--- src/include/watchdog_pkg.sv ---
`default_nettype none
package watchdog_pkg;
    localparam logic [7:0] command_offset     = 8'hF1;
    localparam logic [7:0] master_offset      = 8'hF0;
    localparam logic [7:0] clear_code         = 8'h4E;
    localparam logic [7:0] disable_code       = 8'hB1;
    localparam logic [1:0] period_reset       = 2'h3;
    localparam logic [3:0] compat_value       = 4'h3;
    localparam int         enable_pos         = 7;
    localparam int         period_hi          = 6;
    localparam int         period_lo          = 5;
    localparam int         drive_pos          = 4;
    localparam int         count_width        = 22;
    localparam int         pulse_width_cycles = 16;

    typedef struct packed {
        logic [7:0] addr;
        logic [7:0] wdata;
        logic       wr;
        logic       rd;
    } reg_req_t;
endpackage
`default_nettype wire

--- src/logic/watchdog_timer.sv ---
// Overview of operation
// - after every reset the watchdog is enabled and its enable bit reads 1.
// - disabling takes a write of enable 0 then the disable code, in order.
// - the disable code acts only while the written enable bit is 0; bit 7 still reads 1 until the disable code lands.
// - the clear code resets the count to zero and restarts the interval.
// - period field 0,1,2,3 gives 2^16, 2^18, 2^20, 2^22 clock periods.
// - the period field resets to 3, the longest interval.
// - a timeout while enabled resets the whole device.
// - with drive bit 1 a timeout also pulls the reset pin low.
// - compatibility bits are written as 0011 and always read as 0011.
//
// The strobed register port is this design's own decision.
`default_nettype none
module watchdog_timer
    import watchdog_pkg::*;
#(
    parameter int pulse_cycles = pulse_width_cycles
) (
    input  wire logic       clk_in,
    input  wire logic       srst_in,
    input  wire reg_req_t   req_in,
    output logic      [7:0] rdata_out,
    output logic            internal_reset_out,
    output logic            reset_pin_out,
    output logic            reset_pin_oe_out
);
    initial begin
        if (pulse_cycles < 1 || pulse_cycles > 255) begin
            $error("pulse_cycles out of range");
        end
    end

    logic                   enable_bit;
    logic                   running;
    logic [1:0]             period_select_field;
    logic                   drive_external_reset_bit;
    logic [count_width-1:0] count;
    logic                   timeout;
    logic [7:0]             pulse_count;
    logic                   pulse_ext;

    wire wr_master  = req_in.wr && req_in.addr == master_offset;
    wire wr_command = req_in.wr && req_in.addr == command_offset;
    wire cmd_clear  = wr_command && req_in.wdata == clear_code;
    wire cmd_disable = wr_command && req_in.wdata == disable_code;

    always_comb begin
        case (period_select_field)
            2'h0:    timeout = running && (&count[15:0]);
            2'h1:    timeout = running && (&count[17:0]);
            2'h2:    timeout = running && (&count[19:0]);
            2'h3:    timeout = running && (&count[21:0]);
            default: timeout = 1'b0;
        endcase
    end

    // master register fields
    always_ff @(posedge clk_in) begin
        if (srst_in) begin
            enable_bit               <= 1'b1;
            period_select_field      <= period_reset;
            drive_external_reset_bit <= 1'b1;
        end else if (wr_master) begin
            enable_bit               <= req_in.wdata[enable_pos];
            period_select_field      <= req_in.wdata[period_hi:period_lo];
            drive_external_reset_bit <= req_in.wdata[drive_pos];
        end
    end

    // running state: stops only via the two-step sequence
    always_ff @(posedge clk_in) begin
        if (srst_in) begin
            running <= 1'b1;
        end else if (wr_master && req_in.wdata[enable_pos]) begin
            running <= 1'b1;
        end else if (cmd_disable && !enable_bit) begin
            running <= 1'b0;
        end
    end

    // counter; unknown commands fall through untouched
    always_ff @(posedge clk_in) begin
        if (srst_in) begin
            count <= '0;
        end else if (cmd_clear || !running || timeout) begin
            count <= '0;
        end else begin
            count <= count + 1'b1;
        end
    end

    // timeout reset pulse
    always_ff @(posedge clk_in) begin
        if (srst_in) begin
            pulse_count <= 8'h00;
            pulse_ext   <= 1'b0;
        end else if (timeout) begin
            pulse_count <= 8'(pulse_cycles);
            pulse_ext   <= drive_external_reset_bit;
        end else if (pulse_count != 8'h00) begin
            pulse_count <= pulse_count - 8'h01;
        end else begin
            pulse_ext <= 1'b0;
        end
    end

    always_comb begin
        internal_reset_out = pulse_count != 8'h00;
        reset_pin_oe_out   = internal_reset_out && pulse_ext;
        reset_pin_out      = 1'b0;
    end

    always_ff @(posedge clk_in) begin
        if (srst_in) begin
            rdata_out <= 8'h00;
        end else if (req_in.rd && req_in.addr == master_offset) begin
            rdata_out <= {running, period_select_field,
                          drive_external_reset_bit, compat_value};
        end else begin
            rdata_out <= 8'h00;
        end
    end

    property p_disable_needs_zero;
        @(posedge clk_in) disable iff (srst_in)
        (cmd_disable && enable_bit && running && !wr_master) |=> running;
    endproperty
    a_disable_needs_zero: assert property (p_disable_needs_zero)
        else $error("disable accepted while enabled");

    property p_disable_works;
        @(posedge clk_in) disable iff (srst_in)
        (cmd_disable && !enable_bit && !wr_master) |=> !running;
    endproperty
    a_disable_works: assert property (p_disable_works)
        else $error("two-step disable failed");

    property p_clear;
        @(posedge clk_in) disable iff (srst_in)
        cmd_clear |=> count == '0;
    endproperty
    a_clear: assert property (p_clear)
        else $error("clear did not zero count");

    property p_compat;
        @(posedge clk_in) disable iff (srst_in)
        (req_in.rd && req_in.addr == master_offset) |=> rdata_out[3:0] == 4'h3;
    endproperty
    a_compat: assert property (p_compat)
        else $error("compat bits wrong");

    property p_timeout_reset;
        @(posedge clk_in) disable iff (srst_in)
        timeout |=> internal_reset_out;
    endproperty
    a_timeout_reset: assert property (p_timeout_reset)
        else $error("timeout without reset");

    property p_pin;
        @(posedge clk_in) disable iff (srst_in)
        timeout |=> reset_pin_oe_out == $past(drive_external_reset_bit);
    endproperty
    a_pin: assert property (p_pin)
        else $error("pin drive mismatch");

    property p_reset_state;
        @(posedge clk_in)
        srst_in |=> running && period_select_field == 2'h3;
    endproperty
    a_reset_state: assert property (p_reset_state)
        else $error("reset state wrong");

    property p_ignore;
        @(posedge clk_in) disable iff (srst_in)
        (wr_command && !cmd_clear && !cmd_disable && running && !timeout)
            |=> running && count == $past(count) + 1'b1;
    endproperty
    a_ignore: assert property (p_ignore)
        else $error("unknown command had effect");

    property p_stopped;
        @(posedge clk_in) disable iff (srst_in)
        !running |=> !internal_reset_out || $past(internal_reset_out);
    endproperty
    a_stopped: assert property (p_stopped)
        else $error("timeout while disabled");
endmodule // watchdog_timer
`default_nettype wire
--- config.mk ---
export PLATFORM = sky130hd
export DESIGN_NAME = watchdog_timer
export DESIGN_NICKNAME = d
export VERILOG_FILES = /design/src/include/watchdog_pkg.sv /design/src/logic/watchdog_timer.sv
export SDC_FILE = /design/constraint.sdc
export NUM_CORES = 1
export LEC_CHECK = 0
export BUFFER_PORTS_ARGS = -buffer_cell sky130_fd_sc_hd__buf_2
export CAP_MARGIN = 20
export CORE_MARGIN = 5
export CORE_UTILIZATION = 31
export DETAILED_ROUTE_END_ITERATION = 12
export PLACE_DENSITY_LB_ADDON = 0.05
export SYNTH_ARGS = -nofsm -noshare
export SYNTH_HDL_FRONTEND = slang
export SYNTH_SLANG_ARGS = --single-unit
--- constraint.sdc ---
create_clock -name clk_in -period 2.9 [get_ports clk_in]
set_input_delay 0.145 -clock clk_in [delete_from_list [all_inputs] [get_ports clk_in]]
set_output_delay 0.145 -clock clk_in [all_outputs]
set_load 0.01 [all_outputs]
==> summary.txt <==
Post-DRT Antenna Nets: 0
Die Wd: 89.35 um
Via density: 4.972
Hold Path Class: in2reg
Cell chain of the critical path: nor4_1 -> nand3_1 -> and2_1 -> buf_2
GRT Util Overall: 12.26%
Endpoints failing setup: 0
Maximum clock path buffer count: 2
Worst reg2reg path endpoint: pulse_count[5]$_SDFFE_PP0P_
Crit path kind: reg2out
RSZ-0062 raised after global routing: false
Worst-Margin Slew: 0.6715 ns
Yosys warning count: 0
Post-Synth Simple-Gate Area: 31.22%
Buffer count from post-CTS setup fixing: 0
Post-synthesis mux area share: 2.051%
Worst vdd ir: 0.3093 mV
Crit-path max FO: 7
Antenna violations before repair: 0
Core ar.: 6241 um^2
Hold_sp: srst_in
Total global routing overflow: 0
Gpl congestion: 0.7087
DRC viols: 0
DRT Wirelength: 4.390 mm
TritonRoute pass-1 iters: 4
Outcome: complete, no violations
Initial core utilization: 31.28%
CP Depth: 4
TritonCTS clock tree: yes
Fin cells: 326
Number of max-cap violations: 0
Setup crit start: pulse_count[3]$_SDFFE_PP0P_
Ratio of cells with drive above 1 in the final layout: 18.88%
H-tree Lvls: 2
# fillers: 669
Worst Path Required: 2.76 ns
P_leak: 0.8472 nW
Area grow syn2layout: 16.35%
Yosys reg bits: 41
Port bufs: 27
Initial DRC Count: 49
WP buf/inv: 1
Hold buffer count at cts: 0
Worst-Skew Late Latency: 0.29 ns
Critical Path AT: 2.08 ns
Adder and majority gate portion of the synthesized area: 1.282%
Mapped Cells: 220
Fin Setup TNS: 0 ns
Final worst path period need: 2.224 ns
CTS Root Cell: clkbuf_8
EDFF count, synth: 0
Compound-Gate Fraction of Synth Area: 11.09%
Register clock-pin slew on the reported worst setup and hold paths: 0.07 ns
Row cnt: 29
Routed WL per cell: 13.47 um
Slew headroom: 54.82%
Die area: 7983 um^2
Top FF cell, synth: dfxtp_1
Reg2reg setup slack: 0.71 ns
Pin count of the biggest net entering global routing: 23
Fmax: 0.4497 GHz
Cts repair resizes: 0
Reg2Reg Depth: 5
Avg Cell Area, Syn: 8.872 um^2
RR Startpoint: count[0]$_SDFF_PP0_
Nets: 271
ANT cells: 0
# clock sinks: 41
Dpl cells: 319
Fin. max-slew vios: 0
Hpwl dp: 3.205 mm
CP endpoint kind: output pin
Synth Area in XOR/XNOR: 7.628%
Cell family contributing the most delay on the critical path: simple AND/OR/NAND/NOR gates
Mapped Area: 1952 um^2
Async set-reset flop share out of synthesis: 0%
Final hold vios: 0
Critical Path Source Type: flip-flop
Post-synthesis cell type count: 46
Worst setup path end: reset_pin_oe_out
Cell with the largest stage delay on the worst path: nor4_1
Pwr Density: 637.6 nW/um^2
Worst path max stage delay: 0.63 ns
Layout Skew: 0.002829 ns
Vias in the first global route: 1574
Main combinational cell family by area after synthesis: simple AND/OR/NAND/NOR gates
First-pass GRT wire length: 7.541 mm
CTS Buf Count: 5
Vias: 1621
I/O pins: 31
Period Utilization, post-route: 76.68%
Sequential share of the synthesized area: 42.05%
Die Ht: 89.35 um
[through the flow]
| step | instance area, um^2 | util, % | setup slack, ns | power [W] | hold WS [ns] |
|---|---|---|---|---|---|
| floorplan | 1959 | - | 0.8826 | 0.0009285 | 0.2141 |
| CTS | 2271 | 36.39 | 0.6576 | 0.001472 | 0.09237 |
| detailed placement | 2167 | 34.72 | 0.7041 | 0.001016 | 0.4031 |
| finish | 2271 | 36.39 | 0.6763 | 0.001448 | 0.08414 |
| global route | 2271 | 36.39 | 0.4423 | 0.001550 | 0.07271 |
| global placement | 2167 | 34.72 | 0.7333 | 0.001023 | 0.4008 |
[layout by cell type (no fill, tap or decap), types with 2 or more instances in the layout]
master,n
a211oi_1,4
a21oi_1,8
a31oi_1,2
and2_1,7
and4_1,5
buf_2,27
buf_4,3
clkbuf_8,5
conb_1,3
dfxtp_1,41
ha_1,2
inv_1,9
mux2i_1,4
nand2_1,18
nand3_1,10
nand4_1,8
nor2_1,13
nor3_1,19
nor3b_1,4
nor4_1,5
o21ai_0,5
o31ai_1,2
or4_1,5
xnor2_1,9
xor2_1,8
[synthesized netlist by cell type, drive strengths merged, types with 2 or more instances]
| library cell | instances | share of area [%] |
|---|---|---|
| o21ai | 5 | 1.3 |
| buf | 5 | 1.8 |
| ha | 2 | 1.3 |
| a21oi | 8 | 2.1 |
| a31oi | 2 | 0.64 |
| nor2 | 13 | 2.5 |
| nand2 | 18 | 3.5 |
| inv | 9 | 1.7 |
| nand4 | 9 | 3.7 |
| o31ai | 3 | 1.4 |
| xor2 | 8 | 3.6 |
| clkbuf | 5 | 0.96 |
| nor3 | 19 | 4.9 |
| mux2i | 4 | 2.1 |
| xnor2 | 9 | 4.0 |
| nand3 | 10 | 2.6 |
| and2 | 7 | 2.2 |
| nor4 | 6 | 2.2 |
| or4 | 5 | 1.9 |
| and4 | 6 | 2.8 |
| dfxtp | 41 | 42 |
| a211oi | 4 | 1.5 |
| nor3b | 5 | 2.2 |
[layout make-up]
class / instances / area (um^2) / area share [%]
inverters: 9 / 33.78 / 1.488
clock buffers: 5 / 68.82 / 3.030
clock inverters: 2 / 35.03 / 1.543
multi-input cells: 162 / 1059 / 46.61
well taps: 77 / 96.34 / 4.242
flip-flops and latches: 41 / 820.8 / 36.14
repair buffers: 30 / 157.7 / 6.942
[power by group]
part / internal (W) / total, W / switching [W]
Combinational: 0.000155 / 0.000348 / 0.000193
Clock: 0.000250 / 0.000446 / 0.000196
Sequential: 0.000612 / 0.000654 / 0.0000411
Total: 0.00102 / 0.00145 / 0.000430
[worst reg2reg max path: cells and delay by family, from the launching register on]
kind,cells,cell delay [ns]
flops,1,0.38
simple gates,3,0.96
fa+ha+maj,1,0.23
compound gates,1,0.50
[registers in the layout, indices dropped and copies added, names as in the netlist]
register / flops
enable_bit: 1
running: 1
drive_external_reset_bit: 1
rdata_out: 5
count: 22
pulse_ext: 1
period_select_field: 2
pulse_count: 8
[how the worst min path moves through the flow]
stage | cells past startpoint | endpoint
3_5_place_dp | 2 | pulse_count[4]$_SDFFE_PP0P_
2_1_floorplan | 1 | pulse_count[4]$_SDFFE_PP0P_
3_3_place_gp | 2 | pulse_count[4]$_SDFFE_PP0P_
4_1_cts | 2 | pulse_count[4]$_SDFFE_PP0P_
5_1_grt | 2 | pulse_count[4]$_SDFFE_PP0P_
6_report | 2 | pulse_count[4]$_SDFFE_PP0P_
[cells by family after synthesis]
group           Yosys count
simple gates            105
fa+ha+maj                 2
compound gates           31
flops                    41
mux                       4
other cells               1
xor+xnor                 17
buf+inv                  19
[routing by layer]
| layer | GRT usage, % | vias up | share of wire [%] |
|---|---|---|---|
| met1 | 15.89 | 736 | 47 |
| met4 | 3.924 | 0 | 1.2 |
| li1 | - | 853 | - |
| met5 | 0 | - | 0 |
| met2 | 19.36 | 26 | 47 |
| met3 | 3.871 | 6 | 5.1 |
Note: power is estimated with default switching activity, not from simulation.
